### src/shared/scp_pkg.sv
package scp_pkg;

  // Characters that steer the parser.
  localparam logic [7:0] CH_LF = 8'h0a;
  localparam logic [7:0] CH_SPACE = 8'h20;
  localparam logic [7:0] CH_QUOTE = 8'h22;
  localparam logic [7:0] CH_STAR = 8'h2a;
  localparam logic [7:0] CH_COMMA = 8'h2c;
  localparam logic [7:0] CH_COLON = 8'h3a;
  localparam logic [7:0] CH_SEMI = 8'h3b;
  localparam logic [7:0] CH_QMARK = 8'h3f;
  localparam logic [7:0] CH_LOWER_A = 8'h61;
  localparam logic [7:0] CH_LOWER_Z = 8'h7a;
  localparam logic [7:0] CASE_BIT = 8'h20;

  // Buffer sizes of the parser.
  localparam int KW_CHARS = 12;
  localparam int DATA_CHARS = 12;
  localparam int TREE_LEVELS = 4;
  localparam int KW_ENTRIES = 16;
  localparam int FIFO_WORDS = 16;
  localparam logic [3:0] ERRQ_MAX = 4'hf;

  // Known long forms, right aligned: the last letter sits in the low byte.
  localparam logic [3:0] KW_SOURCE = 4'h7;
  localparam logic [8*KW_CHARS-1:0] KW_TABLE [KW_ENTRIES] = '{
    96'("ABORT"), 96'("CALIBRATE"), 96'("DISPLAY"), 96'("INITIATE"),
    96'("LIST"), 96'("MEASURE"), 96'("OUTPUT"), 96'("SOURCE"),
    96'("STATUS"), 96'("SYSTEM"), 96'("TRIGGER"), 96'("VOLTAGE"),
    96'("CURRENT"), 96'("OPERATION"), 96'("QUESTIONABLE"), 96'("LEVEL")
  };

  // Operation condition and event bit positions.
  localparam int OPER_SETTLING = 1;
  localparam int OPER_WTG = 5;
  localparam int OPER_ARMED = 6;
  localparam int OPER_CV = 8;
  localparam int OPER_TRAN_DONE = 9;
  localparam int OPER_CC = 10;
  localparam int OPER_SAMPLE = 11;
  localparam int OPER_LIST_DONE = 12;
  localparam int OPER_LIST_RUN = 14;

  // Status byte bit positions.
  localparam int SB_QUES = 3;
  localparam int SB_MAV = 4;
  localparam int SB_ESB = 5;
  localparam int SB_RQS = 6;
  localparam int SB_OPER = 7;

  // Register selects of the status port and reset values of the enables.
  localparam logic [2:0] RD_OPER_EVENT = 3'h0;
  localparam logic [2:0] RD_QUES_EVENT = 3'h1;
  localparam logic [2:0] RD_STD_EVENT = 3'h2;
  localparam logic [2:0] RD_OPER_COND = 3'h3;
  localparam logic [2:0] RD_QUES_COND = 3'h4;
  localparam logic [2:0] RD_STATUS_BYTE = 3'h5;
  localparam logic [1:0] CFG_OPER_EN = 2'h0;
  localparam logic [1:0] CFG_QUES_EN = 2'h1;
  localparam logic [1:0] CFG_STD_EN = 2'h2;
  localparam logic [1:0] CFG_SRQ_EN = 2'h3;
  localparam logic [15:0] ENABLE_RESET = 16'h0000;

  typedef enum logic [5:0] {
    ST_KEYWORD = 6'h01,
    ST_PARAM_START = 6'h02,
    ST_PARAM = 6'h04,
    ST_QUOTED = 6'h08,
    ST_TAIL = 6'h10,
    ST_DISCARD = 6'h20
  } scp_state_e;

  // One decoded message unit as handed to the command executor.
  typedef struct packed {
    logic [TREE_LEVELS-1:0][3:0] path;
    logic [2:0] depth;
    logic query;
    logic common;
    logic [8*KW_CHARS-1:0] word;
    logic has_data;
    logic [8*DATA_CHARS-1:0] data;
    logic [3:0] data_len;
  } scp_unit_s;

endpackage : scp_pkg

### src/design/scp_parser.sv
`timescale 1ns/100ps

// Input character buffer; DEPTH must be a power of two so the pointers wrap freely.
module scp_fifo #(
  parameter int WIDTH = 8,
  parameter int DEPTH = 16
) (
  input wire logic clk,
  input wire logic resetn,
  input wire logic in_valid,
  input wire logic [WIDTH-1:0] in_data,
  output logic in_ready,
  output logic out_valid,
  output logic [WIDTH-1:0] out_data,
  input wire logic out_ready
);
  localparam int AW = $clog2(DEPTH);

  typedef struct packed {
    logic [DEPTH-1:0][WIDTH-1:0] mem;
    logic [AW-1:0] wr_ptr;
    logic [AW-1:0] rd_ptr;
    logic [AW:0] count;
  } scp_fifo_s;

  scp_fifo_s s;
  scp_fifo_s next_s;
  logic push;
  logic pop;

  // Full and empty come straight from the word count.
  assign in_ready = s.count != (AW + 1)'(DEPTH);
  assign out_valid = s.count != '0;
  assign out_data = s.mem[s.rd_ptr];
  assign push = in_valid && in_ready;
  assign pop = out_valid && out_ready;

  // Write, read and count update.
  always_comb begin
    next_s = s;
    if (push) begin
      next_s.mem[s.wr_ptr] = in_data;
      next_s.wr_ptr = s.wr_ptr + 1'b1;
    end
    if (pop) begin
      next_s.rd_ptr = s.rd_ptr + 1'b1;
    end
    if (push && !pop) begin
      next_s.count = s.count + 1'b1;
    end else if (pop && !push) begin
      next_s.count = s.count - 1'b1;
    end
  end

  // State register.
  always_ff @(posedge clk or negedge resetn) begin
    if (!resetn) begin
      s <= '0;
    end else begin
      s <= next_s;
    end
  end
endmodule : scp_fifo

module scp_parser (
  input wire logic clk,
  input wire logic resetn,
  input wire logic rx_valid,
  input wire logic [7:0] rx_data,
  output logic rx_ready,
  output logic unit_valid,
  output scp_pkg::scp_unit_s unit,
  input wire logic unit_ready,
  output logic [3:0] err_count,
  input wire logic err_pop,
  input wire logic settling,
  input wire logic trig_enabled,
  input wire logic trig_external,
  input wire logic trig_in,
  input wire logic transient_armed,
  input wire logic const_voltage,
  input wire logic const_current,
  input wire logic sample_done,
  input wire logic list_running,
  input wire logic transient_done,
  input wire logic list_done,
  input wire logic [15:0] ques_condition,
  input wire logic [7:0] std_event,
  input wire logic resp_avail,
  input wire logic cfg_we,
  input wire logic [1:0] cfg_sel,
  input wire logic [15:0] cfg_data,
  input wire logic rd_req,
  input wire logic [2:0] rd_sel,
  output logic rd_valid,
  output logic [15:0] rd_data,
  output logic [15:0] operation_condition,
  output logic [7:0] status_byte,
  output logic srq
);
  typedef struct packed {
    scp_pkg::scp_state_e st;
    logic [8*scp_pkg::KW_CHARS-1:0] word;
    logic [3:0] wlen;
    logic kw_seen;
    logic src_skip;
    logic [2:0] depth;
    logic [2:0] base;
    logic [scp_pkg::TREE_LEVELS-1:0][3:0] base_path;
    scp_pkg::scp_unit_s cur;
    scp_pkg::scp_unit_s out;
    logic out_valid;
    logic [3:0] err_cnt;
    logic wtg_hold;
    logic [15:0] oper_cond;
    logic [15:0] ques_cond;
    logic [15:0] oper_evt;
    logic [15:0] ques_evt;
    logic [7:0] std_evt;
    logic [15:0] oper_en;
    logic [15:0] ques_en;
    logic [7:0] std_en;
    logic [7:0] srq_en;
    logic [7:0] sb;
    logic rd_valid;
    logic [15:0] rd_data;
  } scp_core_s;

  scp_core_s s;
  scp_core_s next_s;
  logic [7:0] fifo_data;
  logic fifo_valid;
  logic take;

  // Upper-case a letter; everything else passes unchanged.
  function automatic logic [7:0] upcase(input logic [7:0] c);
    if (c >= scp_pkg::CH_LOWER_A && c <= scp_pkg::CH_LOWER_Z) begin
      return c & ~scp_pkg::CASE_BIT;
    end
    return c;
  endfunction : upcase

  // Letters of a right-aligned, zero-padded word.
  function automatic logic [3:0] kw_len(input logic [8*scp_pkg::KW_CHARS-1:0] w);
    logic [3:0] n;
    n = '0;
    for (int i = 0; i < scp_pkg::KW_CHARS; i++) begin
      if (w[8*i+:8] != 8'h00) begin
        n = 4'(i + 1);
      end
    end
    return n;
  endfunction : kw_len

  // Short form length of a long form.
  function automatic logic [3:0] short_len(input logic [8*scp_pkg::KW_CHARS-1:0] w);
    logic [3:0] l;
    logic [7:0] fourth;
    l = kw_len(w);
    fourth = 8'h00;
    if (l <= 4'h4) begin
      return l;
    end
    fourth = w[8*(l-4'h4)+:8];
    if (fourth == "A" || fourth == "E" || fourth == "I" || fourth == "O" || fourth == "U") begin
      return 4'h3;
    end
    return 4'h4;
  endfunction : short_len

  // Match a received keyword against the table; bit 4 flags a hit.
  function automatic logic [4:0] kw_lookup(input logic [8*scp_pkg::KW_CHARS-1:0] w,
                                           input logic [3:0] n);
    logic [8*scp_pkg::KW_CHARS-1:0] e;
    logic [3:0] l;
    logic [3:0] sl;
    kw_lookup = '0;
    for (int i = 0; i < scp_pkg::KW_ENTRIES; i++) begin
      e = scp_pkg::KW_TABLE[i];
      l = kw_len(e);
      sl = short_len(e);
      // A partial long form matches neither test and is rejected.
      if (w == e || (n == sl && (e >> (8 * (l - sl))) == w)) begin
        kw_lookup = {1'b1, 4'(i)};
      end
    end
  endfunction : kw_lookup

  // Characters are buffered so that a stalled executor pushes back on the source.
  scp_fifo #(
    .WIDTH(8),
    .DEPTH(scp_pkg::FIFO_WORDS)
  ) u_rx_fifo (
    .clk(clk),
    .resetn(resetn),
    .in_valid(rx_valid),
    .in_data(rx_data),
    .in_ready(rx_ready),
    .out_valid(fifo_valid),
    .out_data(fifo_data),
    .out_ready(take)
  );

  // A character is consumed while no decoded unit is waiting or while the waiting unit is taken.
  assign take = !s.out_valid || unit_ready;

  // Parser and status model next state.
  always_comb begin
    logic [7:0] c;
    logic [4:0] hit;
    logic fin;
    logic colon;
    logic emit;
    logic lf;
    logic semi;
    logic err;
    logic skip;
    logic [15:0] oper_now;
    logic [15:0] oper_rise;
    logic [15:0] ques_rise;
    logic [7:0] sb_raw;
    next_s = s;
    c = 8'h00;
    hit = '0;
    fin = 1'b0;
    colon = 1'b0;
    emit = 1'b0;
    lf = 1'b0;
    semi = 1'b0;
    err = 1'b0;
    skip = s.src_skip;
    oper_now = '0;
    oper_rise = '0;
    ques_rise = '0;
    sb_raw = '0;
    if (unit_ready) begin
      next_s.out_valid = 1'b0;
    end
    if (fifo_valid && take) begin
      c = (s.st == scp_pkg::ST_QUOTED) ? fifo_data : upcase(fifo_data);
      lf = c == scp_pkg::CH_LF;
      semi = c == scp_pkg::CH_SEMI;
      case (s.st)
        scp_pkg::ST_KEYWORD: begin
          if ((c >= "A" && c <= "Z") || (c >= "0" && c <= "9")
              || (c == scp_pkg::CH_STAR && s.wlen == '0 && !s.kw_seen)) begin
            if (s.wlen == 4'(scp_pkg::KW_CHARS)) begin
              err = 1'b1;
            end else begin
              next_s.word = {s.word[8*scp_pkg::KW_CHARS-9:0], c};
              next_s.wlen = s.wlen + 1'b1;
              if (c == scp_pkg::CH_STAR) begin
                next_s.cur.common = 1'b1;
              end
            end
          end else if (c == scp_pkg::CH_COLON) begin
            if (s.wlen == '0 && !s.kw_seen && !s.cur.common) begin
              next_s.depth = '0;
            end else if (s.wlen == '0 || s.cur.common) begin
              err = 1'b1;
            end else begin
              fin = 1'b1;
              colon = 1'b1;
            end
          end else if (c == scp_pkg::CH_QMARK) begin
            err = s.wlen == '0;
            fin = 1'b1;
            next_s.cur.query = 1'b1;
            next_s.st = scp_pkg::ST_TAIL;
          end else if (c == scp_pkg::CH_SPACE) begin
            // A space right after a semicolon is tolerated between units.
            if (s.wlen != '0) begin
              fin = 1'b1;
              next_s.st = scp_pkg::ST_PARAM_START;
            end else if (s.kw_seen) begin
              err = 1'b1;
            end
          end else if (semi || lf) begin
            if (s.wlen != '0) begin
              fin = 1'b1;
              emit = 1'b1;
            end else if (semi || s.kw_seen) begin
              err = 1'b1;
            end
          end else begin
            err = 1'b1;
          end
        end
        scp_pkg::ST_PARAM_START, scp_pkg::ST_PARAM, scp_pkg::ST_QUOTED: begin
          if (s.st == scp_pkg::ST_QUOTED && lf) begin
            err = 1'b1;
          end else if (s.st != scp_pkg::ST_QUOTED && (semi || lf)) begin
            err = s.st == scp_pkg::ST_PARAM_START;
            emit = 1'b1;
          end else if (s.st == scp_pkg::ST_PARAM_START && (c == scp_pkg::CH_SPACE
                       || c == scp_pkg::CH_COMMA || c == scp_pkg::CH_COLON
                       || c == scp_pkg::CH_QMARK)) begin
            err = 1'b1;
          end else if (s.st == scp_pkg::ST_PARAM && (c == scp_pkg::CH_SPACE
                       || c == scp_pkg::CH_COLON || c == scp_pkg::CH_QMARK)) begin
            next_s.st = scp_pkg::ST_TAIL;
          end else if (s.cur.data_len == 4'(scp_pkg::DATA_CHARS)) begin
            err = 1'b1;
          end else begin
            // Commas stay in the data so that the executor can split a list.
            next_s.cur.data = {s.cur.data[8*scp_pkg::DATA_CHARS-9:0], c};
            next_s.cur.data_len = s.cur.data_len + 1'b1;
            next_s.cur.has_data = 1'b1;
            if (c == scp_pkg::CH_QUOTE) begin
              next_s.st = (s.st == scp_pkg::ST_QUOTED) ? scp_pkg::ST_PARAM
                                                         : scp_pkg::ST_QUOTED;
            end else begin
              next_s.st = (s.st == scp_pkg::ST_QUOTED) ? scp_pkg::ST_QUOTED
                                                         : scp_pkg::ST_PARAM;
            end
          end
        end
        scp_pkg::ST_TAIL: begin
          if (semi || lf) begin
            emit = 1'b1;
          end else if (c == scp_pkg::CH_SPACE && !s.cur.has_data) begin
            next_s.st = scp_pkg::ST_PARAM_START;
          end else begin
            err = 1'b1;
          end
        end
        scp_pkg::ST_DISCARD: begin
          next_s.st = scp_pkg::ST_DISCARD;
        end
        default: begin
          err = 1'b1;
        end
      endcase
      // Close the keyword just collected and place it in the tree.
      if (fin && !err) begin
        next_s.cur.word = s.word;
        next_s.word = '0;
        next_s.wlen = '0;
        next_s.kw_seen = 1'b1;
        if (!s.cur.common) begin
          hit = kw_lookup(s.word, s.wlen);
          if (!hit[4]) begin
            err = 1'b1;
          end else if (hit[3:0] == scp_pkg::KW_SOURCE && s.depth == '0) begin
            skip = 1'b1;
          end else if (s.depth >= 3'(scp_pkg::TREE_LEVELS)) begin
            err = 1'b1;
          end else begin
            next_s.cur.path[s.depth[1:0]] = hit[3:0];
          end
        end
      end
      if (colon && !err) begin
        if (skip) begin
          skip = 1'b0;
        end else begin
          next_s.depth = s.depth + 1'b1;
        end
      end
      next_s.src_skip = skip;
      // Hand over a complete unit; a good one raises no error.
      if (emit && !err) begin
        next_s.out = next_s.cur;
        next_s.out.depth = next_s.depth;
        next_s.out_valid = 1'b1;
        if (!s.cur.common) begin
          next_s.base = next_s.depth;
          next_s.base_path = next_s.cur.path;
        end
      end
      if (err && s.st != scp_pkg::ST_DISCARD) begin
        next_s.st = scp_pkg::ST_DISCARD;
        if (s.err_cnt != scp_pkg::ERRQ_MAX) begin
          next_s.err_cnt = s.err_cnt + 1'b1;
        end
      end
      // Unit end: continue at the saved level, or at the root on a line feed.
      if (semi || lf) begin
        next_s.st = scp_pkg::ST_KEYWORD;
        next_s.cur = '0;
        // A continued unit keeps its parent keywords so the executor sees the full path.
        next_s.cur.path = lf ? '0 : next_s.base_path;
        next_s.word = '0;
        next_s.wlen = '0;
        next_s.kw_seen = 1'b0;
        next_s.src_skip = 1'b0;
        next_s.depth = lf ? 3'h0 : next_s.base;
        if (lf) begin
          next_s.base = '0;
          next_s.base_path = '0;
        end
      end
    end
    // An error pushed in the same cycle as a pop leaves the count unchanged, except at ERRQ_MAX where it drops by one.
    if (err_pop && next_s.err_cnt != '0) begin
      next_s.err_cnt = next_s.err_cnt - 1'b1;
    end
    // Trigger wait flag: an external trigger held low keeps it up until it is high again.
    if (trig_external && !trig_in) begin
      next_s.wtg_hold = 1'b1;
    end else if (trig_in) begin
      next_s.wtg_hold = 1'b0;
    end
    oper_now[scp_pkg::OPER_SETTLING] = settling;
    oper_now[scp_pkg::OPER_WTG] = trig_enabled || s.wtg_hold;
    oper_now[scp_pkg::OPER_ARMED] = transient_armed;
    oper_now[scp_pkg::OPER_CV] = const_voltage;
    oper_now[scp_pkg::OPER_CC] = const_current;
    oper_now[scp_pkg::OPER_SAMPLE] = sample_done;
    oper_now[scp_pkg::OPER_LIST_RUN] = list_running;
    oper_rise = oper_now & ~s.oper_cond;
    oper_rise[scp_pkg::OPER_TRAN_DONE] = transient_done;
    oper_rise[scp_pkg::OPER_LIST_DONE] = list_done;
    ques_rise = ques_condition & ~s.ques_cond;
    next_s.oper_cond = oper_now;
    next_s.ques_cond = ques_condition;
    // Register reads; an event arriving with the clearing read is kept.
    next_s.rd_valid = rd_req;
    if (rd_req) begin
      case (rd_sel)
        scp_pkg::RD_OPER_EVENT: begin
          next_s.rd_data = s.oper_evt;
          next_s.oper_evt = '0;
        end
        scp_pkg::RD_QUES_EVENT: begin
          next_s.rd_data = s.ques_evt;
          next_s.ques_evt = '0;
        end
        scp_pkg::RD_STD_EVENT: begin
          next_s.rd_data = {8'h00, s.std_evt};
          next_s.std_evt = '0;
        end
        scp_pkg::RD_OPER_COND: next_s.rd_data = s.oper_cond;
        scp_pkg::RD_QUES_COND: next_s.rd_data = s.ques_cond;
        scp_pkg::RD_STATUS_BYTE: next_s.rd_data = {8'h00, s.sb};
        default: next_s.rd_data = '0;
      endcase
    end
    next_s.oper_evt = next_s.oper_evt | oper_rise;
    next_s.ques_evt = next_s.ques_evt | ques_rise;
    next_s.std_evt = next_s.std_evt | std_event;
    // Enable writes.
    if (cfg_we) begin
      case (cfg_sel)
        scp_pkg::CFG_OPER_EN: next_s.oper_en = cfg_data;
        scp_pkg::CFG_QUES_EN: next_s.ques_en = cfg_data;
        scp_pkg::CFG_STD_EN: next_s.std_en = cfg_data[7:0];
        default: next_s.srq_en = cfg_data[7:0];
      endcase
    end
    // Status byte summaries; bit 6 is the masked OR of the others.
    sb_raw[scp_pkg::SB_QUES] = |(next_s.ques_evt & next_s.ques_en)
                               || next_s.err_cnt != '0;
    sb_raw[scp_pkg::SB_MAV] = resp_avail;
    sb_raw[scp_pkg::SB_ESB] = |(next_s.std_evt & next_s.std_en);
    sb_raw[scp_pkg::SB_OPER] = |(next_s.oper_evt & next_s.oper_en);
    sb_raw[scp_pkg::SB_RQS] = |(sb_raw & next_s.srq_en);
    next_s.sb = sb_raw;
  end

  // State register.
  always_ff @(posedge clk or negedge resetn) begin
    if (!resetn) begin
      s <= '0;
      s.st <= scp_pkg::ST_KEYWORD;
      s.oper_en <= scp_pkg::ENABLE_RESET;
      s.ques_en <= scp_pkg::ENABLE_RESET;
    end else begin
      s <= next_s;
    end
  end

  // Outputs straight from the state register.
  assign unit_valid = s.out_valid;
  assign unit = s.out;
  assign err_count = s.err_cnt;
  assign rd_valid = s.rd_valid;
  assign rd_data = s.rd_data;
  assign operation_condition = s.oper_cond;
  assign status_byte = s.sb;
  assign srq = s.sb[scp_pkg::SB_RQS];
endmodule : scp_parser

### config.mk
export PLATFORM = sky130hd
export DESIGN_NAME = scp_parser
export DESIGN_NICKNAME = d
export VERILOG_FILES = /design/src/shared/scp_pkg.sv /design/src/design/scp_parser.sv
export SDC_FILE = /design/constraint.sdc
export NUM_CORES = 2
export LEC_CHECK = 0
export ABC_AREA = 1
export BUFFER_PORTS_ARGS = -buffer_cell sky130_fd_sc_hd__buf_2
export CORE_UTILIZATION = 50
export CTS_CLUSTER_DIAMETER = 200
export DETAILED_ROUTE_END_ITERATION = 8
export GPL_TIMING_DRIVEN = 1
export HOLD_SLACK_MARGIN = 0.12
export PLACE_DENSITY_LB_ADDON = 0.1
export RECOVER_POWER = 100
export SLEW_MARGIN = 40
export SYNTH_ARGS = -nofsm -noshare
export SYNTH_HDL_FRONTEND = slang
export SYNTH_SLANG_ARGS = --single-unit
### constraint.sdc
create_clock -name clk -period 10.05 [get_ports clk]
set_clock_uncertainty 0.1 [all_clocks]
set_input_delay 0.5025 -clock clk [delete_from_list [all_inputs] [get_ports clk]]
set_output_delay 0.5025 -clock clk [all_outputs]
set_load 0.01 [all_outputs]
-- Word level (Yosys, flattened, before mapping)
Index checks and enable logic that the tools add are counted.
- memories: 0
- RAM bits: 0
- word-level logic and storage cells: 885
- latch bits: 0
- bits in read-only memories: 0
- output and inout port bits: 266
- bits in registers: 843
- equal/unequal tests: 166
- shift operators: 32
- $add $sub $neg: 32
- divide/modulo/power cells: 0
- mux-type cells: 392
- reduce and logical (&&, ||, !) cells: 167
- multipliers: 0
- $lt $le $gt $ge: 19
- bitwise logic cells: 11
- operator list (kind ; number):
    equality test 96 bit ; 16
    variable part select 96 x 33 -> 8 bit (first input constant) ; 16
    2-to-1 mux 101 bit ; 7
    equality test 8 x 7 -> 1 bit (second input constant) ; 80
    2-to-1 mux 4 bit ; 131
    equality test 96 x 55 -> 1 bit (second input constant) ; 5
    right shift 55 x 32 -> 96 bit (first input constant) ; 5
    equality test 96 x 47 -> 1 bit (second input constant) ; 4
    right shift 47 x 32 -> 96 bit (first input constant) ; 4
    2-to-1 mux 348 bit ; 1
    2-to-1 mux 100 bit ; 3
    equality test 96 x 39 -> 1 bit (second input constant) ; 2
    equality test 96 x 71 -> 1 bit (second input constant) ; 2
    right shift 39 x 32 -> 96 bit (first input constant) ; 2
    right shift 71 x 32 -> 96 bit (first input constant) ; 2
    2-to-1 mux 1 bit ; 174
    2-to-1 mux 16 bit ; 10
    bitwise mux 128 bit ; 1
    2-to-1 mux 5 bit ; 22
    equality test 96 x 31 -> 1 bit (second input constant) ; 1
    equality test 96 x 63 -> 1 bit (second input constant) ; 1
    equality test 96 x 95 -> 1 bit (second input constant) ; 1
    2-to-1 mux 96 bit ; 1
    one-hot mux 16 bit (6 select lines) ; 1
    79 further kinds ; 327

-- Logic depth before layout (Yosys ltp)
- depth after elaboration: 83
- mapped depth: 36

-- Modules after synthesis
From an unflattened synthesis, not the netlist that was laid out.
- cells, all modules: 5367
- area, all modules: 42657.2 µm²
- modules (own cells, without submodules) (module ; sequential area each (µm²) ; instances ; area each (µm²) ; cells each):
    scp_parser ; 17468.0 ; 1 ; 34765.8 ; 4298
    scp_fifo ; 3528.4 ; 1 ; 7891.3 ; 1069

-- Worst setup path before layout
Ideal clock, no wire load.
- path kind: register to register
- start point: reg u_rx_fifo.s[5] in the netlist's numbering
- end point: reg s, in the netlist status_byte[6]
- stages on the path, launching flop included: 32
- path slack: 6.333 ns
- data required time: 9.831 ns
- data arrival time: 3.498 ns
- buffers on the path: 4
- period minus slack after synthesis: 3.717 ns
- path through: dfrtp_1 buf_6 buf_6 buf_6 a21oi_1 o21ai_1 o211ai_1 nand3_1 nand2_2 nand2_1 nor2_2 nand3_4 nand2_4 nand2_2 nand2_4 inv_4 nor2_2 nor2_1 a21oi_2 nand3_2 buf_6 nand3_2 nand2_1 nand2_1 ha_1 nand3_2 nand2_1 inv_1 a21oi_1 nand2_1 nand2_1 nand2_1
- RTL lines (item ; line ; source):
    start: declaration ; scp_parser.sv:26 ; scp_fifo_s s;
    start signal: assignment ; scp_parser.sv:60 ; s <= next_s;
    end signal: assignment ; scp_parser.sv:469 ; s <= next_s;
    end: declaration ; scp_parser.sv:129 ; scp_core_s s;

-- Worst setup path after layout
- start point: reg u_rx_fifo.s[5] in the netlist's numbering
- end point: reg s[577] in the netlist's numbering
- longest elaborated chain between the ends: 31
- elaborated cells between the ends (all ways): 86
- ends and longest elaborated chain (item ; line ; source):
    binary-select mux 8 bit (select 4 bit) * ; scp_parser.sv:34 ; assign out_data = s.mem[s.rd_ptr];
    2-to-1 mux 8 bit (implied by the code) * ; scp_parser.sv:34 ;
    greater-or-equal comparator 8 x 7 -> 1 bit or <= comparator 8 x 7 -> 1 bit (tied branches) ; scp_parser.sv:137 ; if (c >= scp_pkg::CH_LOWER_A && c <= scp_pkg::CH_LOWER_Z) begin
    logical AND 1 bit ; scp_parser.sv:137 ;
    2-to-1 mux 1 bit ; scp_parser.sv:137 ;
    2-to-1 mux 1 bit ; scp_parser.sv:239 ; if (fifo_valid && take) begin
    2-to-1 mux 8 bit ; scp_parser.sv:140 ; return c;
    2-to-1 mux 8 bit ; scp_parser.sv:239 ;
    [15 not listed] ; n/a ;
    2-to-1 mux 1 bit ; scp_parser.sv:340 ; if (!s.cur.common) begin
    2-to-1 mux 1 bit ; scp_parser.sv:335 ; if (fin && !err) begin
    2-to-1 mux 1 bit ; scp_parser.sv:239 ;
    zero test 1 bit ; scp_parser.sv:362 ; if (emit && !err) begin
    logical AND 1 bit ; scp_parser.sv:362 ;
    2-to-1 mux 19 bit ; scp_parser.sv:362 ;
    2-to-1 mux 16 bit ; scp_parser.sv:382 ; next_s.cur.path = lf ? '0 : next_s.base_path;
    2-to-1 mux 348 bit * ; scp_parser.sv:378 ; if (semi || lf) begin
Every way passes the cells marked *; elsewhere a longest branch is shown, timed or not. The select of a mux whose other input is x is not followed.
A chain may end at the register's enable or synchronous reset.

==> impl_results.md <==
* Routed via count at 33444
* Hold crit path type: input pin to flop
* Async SR Flop Fraction at 1.00
* Vias per inst at 5.46
* Count of buffer and inverter cells on the critical path at 5
* # IOs at 338
* Horizontal extent of the die at 288 µm
* Via count of the first global-routing pass at 32200
* Final instance area at 0.0444 mm²
* Max frequency at 0.120 GHz
* Cell count of the worst hold path at 3
* Required time of the worst setup path at 10460 ps
* TritonCTS clock tree: done
* Cell family with most CP delay: buffers and inverters
* Relative slew margins at -1.22
* Unique cell type count in the Yosys netlist at 62
* Global placement routability congestion at 0.998
* DR pass1 iterations at 9
* Worst skew pair latency at 670 ps
* Syn Inst Count at 4980
* Ratio of total power to cell area at 278 mW/mm²
* Starting density of the core at 0.507
* Setup repair after global routing missed its margin: false
* Std-Cell Rows at 104
* Origin of the critical flop-to-flop path: u_rx_fifo.s[5]$_DFFE_PN0P_
* CP most frequent cell: sky130_fd_sc_hd__nand2_1
* Total half-perimeter wirelength after legalization and detailed placement at 83800 µm
* Sequential element share of the synthesized area at 0.513
* Cell type contributing the most total cell area after synthesis: sky130_fd_sc_hd__dfrtp_1
* Buffer depth of the longest clock path at 3
* Final Cycle Share at 0.832
* Critical path capture point type: flop
* Critical path start-end classification: flop to flop
* Reported leakage power at 0.0203 µW
* Nets@finish at 5078
* Antenna-violating nets left at 0
* Worst stage delay on the critical path at 2330 ps
* Cell Area, Placed at 0.0412 mm²
* Critical path, cell by cell: buf_4 > clkinv_2 > nand2_1 > nand3_1 > nand3_1 > nand3_1 > nand2_1 > inv_1 > nor2_1 > nand2_1 > nand2_1 > nand3_1 > nand2_4 > nand2_1 > nand2_1 > nor2_1 > inv_1 > buf_4 > o22ai_1 > o21bai_1
* Cell types occupying the most area after synthesis: sky130_fd_sc_hd__dfrtp_1, sky130_fd_sc_hd__nand2_1, sky130_fd_sc_hd__o21ai_0
* Average size of a mapped cell at 8.22 µm²
* Mapped cell area at 0.0409 mm²
* Peak fanout along the critical path at 99
* Hold path startpoint: rd_sel[2]
* Violation count after the first detailed-routing iteration at 2916
* Slack of the worst reg-to-reg path at 1690 ps
* GR Overflow Total at 0
* Failing checks: design-rule violations, max-capacitance violations, max-slew violations
* Portion of synthesized cell area occupied by the leading cell type at 0.512
* Share of post-route cells with drive strength above 1 at 0.0543
* Total of flip-flops plus latches after synthesis at 839
* Most common cell after layout, fill and taps aside: sky130_fd_sc_hd__nand2_1
* Layout-stage area growth over the synthesis result at 8.35%
* DRC violations left at 19
* Detail-routed net length per standard cell at 19.5 µm
* Startpoint Class: flop
* Primary flip-flop cell chosen by synthesis mapping: sky130_fd_sc_hd__dfrtp_1
* Arrival time worst endpoint at 8770 ps
* Root buffer cell: sky130_fd_sc_hd__clkbuf_16
* Syn. warnings at 0
* Count of hold-fix buffers inserted at cts at 53
* Die Outline Area at 0.0830 mm²
* Endpoint, Worst Hold: rd_data[6]$_DFFE_PN0P_
* Wirelength, routed at 120000 µm
* Antenna violations before repair at 1
* Core outline area at 0.0808 mm²
* Total clock sinks at 839
* Commonest cells after routing, fill and taps aside: sky130_fd_sc_hd__nand2_1, sky130_fd_sc_hd__o21ai_0, sky130_fd_sc_hd__dfrtp_1
* Wire length of the first global-routing pass at 188000 µm
* Final-report setup violation count at 0
* Diodes inserted at 0
* Height of the die at 288 µm
* Worst-path clk slew at 60 ps
* Setup fix buffers added after clock tree synthesis at 0
* Total negative slack for setup checks at 0 ps
* Aggregate global-route resource usage at 0.288
* Post_cts resized at 0
* TritonCTS buffer count at 91
* Outcome: finished with violations
* Pins over their slew limit at 887
* H-tree depth at 3
* Crit path max-delay cell type: sky130_fd_sc_hd__inv_1
* Number of enable flip-flop cells after synthesis at 0
* Reg2reg path depth at 20
* MaxCap Viol Count at 15
* Fill cell count at 7855
* Tightest Pin Transition at 3330 ps
* Pin count of the biggest net entering global routing at 187
* Worst reg2reg path endpoint: s[577]$_DFFE_PN0P_
* IO Port Bufs at 325
* Worst vdd rail ir drop at 209 µV
* Final hold violations at 0
* Final critical-path required period at 8360 ps
-- where the power goes --
part           switching, µW  total, µW  internal [µW]
Clock                   1420       3410           1990
Combinational           2750       3910           1170
Sequential               657       5010           4350
Total                   4820      12300           7510
-- logic make-up after synthesis --
group | count (synthesis) | share of synthesized area
and+or+nand+nor | 1941 | 0.202
AOI/OAI and AO/OA | 1160 | 0.154
buffers and inverters | 1009 | 0.123
DFF | 839 | 0.513
adders and majority gates | 20 | 0.00630
xor gates and xnor gates | 10 | 0.00214
other | 1 | 0.0000916
-- synthesized netlist by cell type, types with 4 or more instances --
master / count
sky130_fd_sc_hd__o211ai_1: 25
sky130_fd_sc_hd__or2_2: 5
sky130_fd_sc_hd__buf_4: 279
sky130_fd_sc_hd__nand2_2: 8
sky130_fd_sc_hd__nor3_2: 4
sky130_fd_sc_hd__ha_1: 19
sky130_fd_sc_hd__nor2_1: 236
sky130_fd_sc_hd__a21oi_1: 24
sky130_fd_sc_hd__inv_2: 12
sky130_fd_sc_hd__nor3_1: 86
sky130_fd_sc_hd__o21ai_1: 98
sky130_fd_sc_hd__a41oi_1: 4
sky130_fd_sc_hd__buf_6: 18
sky130_fd_sc_hd__nor4_1: 52
sky130_fd_sc_hd__nor3b_1: 5
sky130_fd_sc_hd__a21o_1: 4
sky130_fd_sc_hd__inv_1: 477
sky130_fd_sc_hd__nand3_2: 4
sky130_fd_sc_hd__o21bai_1: 25
sky130_fd_sc_hd__nand3b_1: 5
sky130_fd_sc_hd__dfrtp_1: 838
sky130_fd_sc_hd__buf_1: 7
sky130_fd_sc_hd__xor2_1: 9
sky130_fd_sc_hd__o22ai_1: 132
sky130_fd_sc_hd__a22o_1: 10
sky130_fd_sc_hd__nand4_1: 78
sky130_fd_sc_hd__nand2_1: 1174
sky130_fd_sc_hd__o21ai_0: 798
sky130_fd_sc_hd__clkbuf_1: 167
sky130_fd_sc_hd__a221oi_1: 13
sky130_fd_sc_hd__nand3_1: 270
sky130_fd_sc_hd__clkinv_1: 5
sky130_fd_sc_hd__buf_2: 41
sky130_fd_sc_hd__a211oi_1: 4
-- registers in the layout (all words and copies together) (netlist names) --
signal	count
err_count	4
operation_condition	7
rd_data	16
rd_valid	1
s	446
status_byte	5
u_rx_fifo.s	141
unit	218
unit_valid	1
-- worst min-delay path: stages --
cell	delay (ps)
sky130_fd_sc_hd__buf_2	140
sky130_fd_sc_hd__nand4_1	130
sky130_fd_sc_hd__a41oi_1	110
-- worst max path at each step --
| stage | slack (ps) | end | cells past startpoint | from |
|---|---|---|---|---|
| floorplan | 6330 | status_byte[6]$_DFF_PN0_ | 31 | u_rx_fifo.s[5]$_DFFE_PN0P_ |
| global placement | 3000 | s[688]$_DFFE_PN0P_ | 30 | u_rx_fifo.s[5]$_DFFE_PN0P_ |
| detailed placement | 2870 | s[671]$_DFFE_PN0P_ | 30 | u_rx_fifo.s[5]$_DFFE_PN0P_ |
| CTS | 2840 | s[664]$_DFFE_PN0P_ | 30 | u_rx_fifo.s[5]$_DFFE_PN0P_ |
| global route | 880 | s[582]$_DFFE_PN0P_ | 20 | u_rx_fifo.s[5]$_DFFE_PN0P_ |
| finish | 1690 | s[577]$_DFFE_PN0P_ | 20 | u_rx_fifo.s[5]$_DFFE_PN0P_ |
-- per-stage QoR --
step	total power, µW	setup slack [ps]	cells	hold slack (ps)	util
6_report	12300	1690	6120	153	0.549
5_1_grt	13200	884	6120	179	0.549
4_1_cts	12500	2840	6118	124	0.555
3_5_place_dp	9040	2870	5898	364	0.510
3_3_place_gp	8960	3000	5895	360	0.509
2_1_floorplan	7960	6330	4991	107	-
-- cell type report --
cell class                 instances  area (µm²)  share of cell area
sequential                       839       21000               0.473
multi-input combinational       3143       14900               0.337
clock inverter                    32         394             0.00889
inverter                         497        1880              0.0423
clock buffer                     135        2710              0.0612
tap                             1060        1330              0.0299
timing repair buffer             414        2110              0.0476
-- routing by layer --
layer / track usage / share of wire
met1: 0.403 / 0.45
met3: 0.0323 / 0.043
met5: 0 / 0
met2: 0.468 / 0.47
met4: 0.0939 / 0.031
Note: power is estimated with default switching activity, not from simulation.
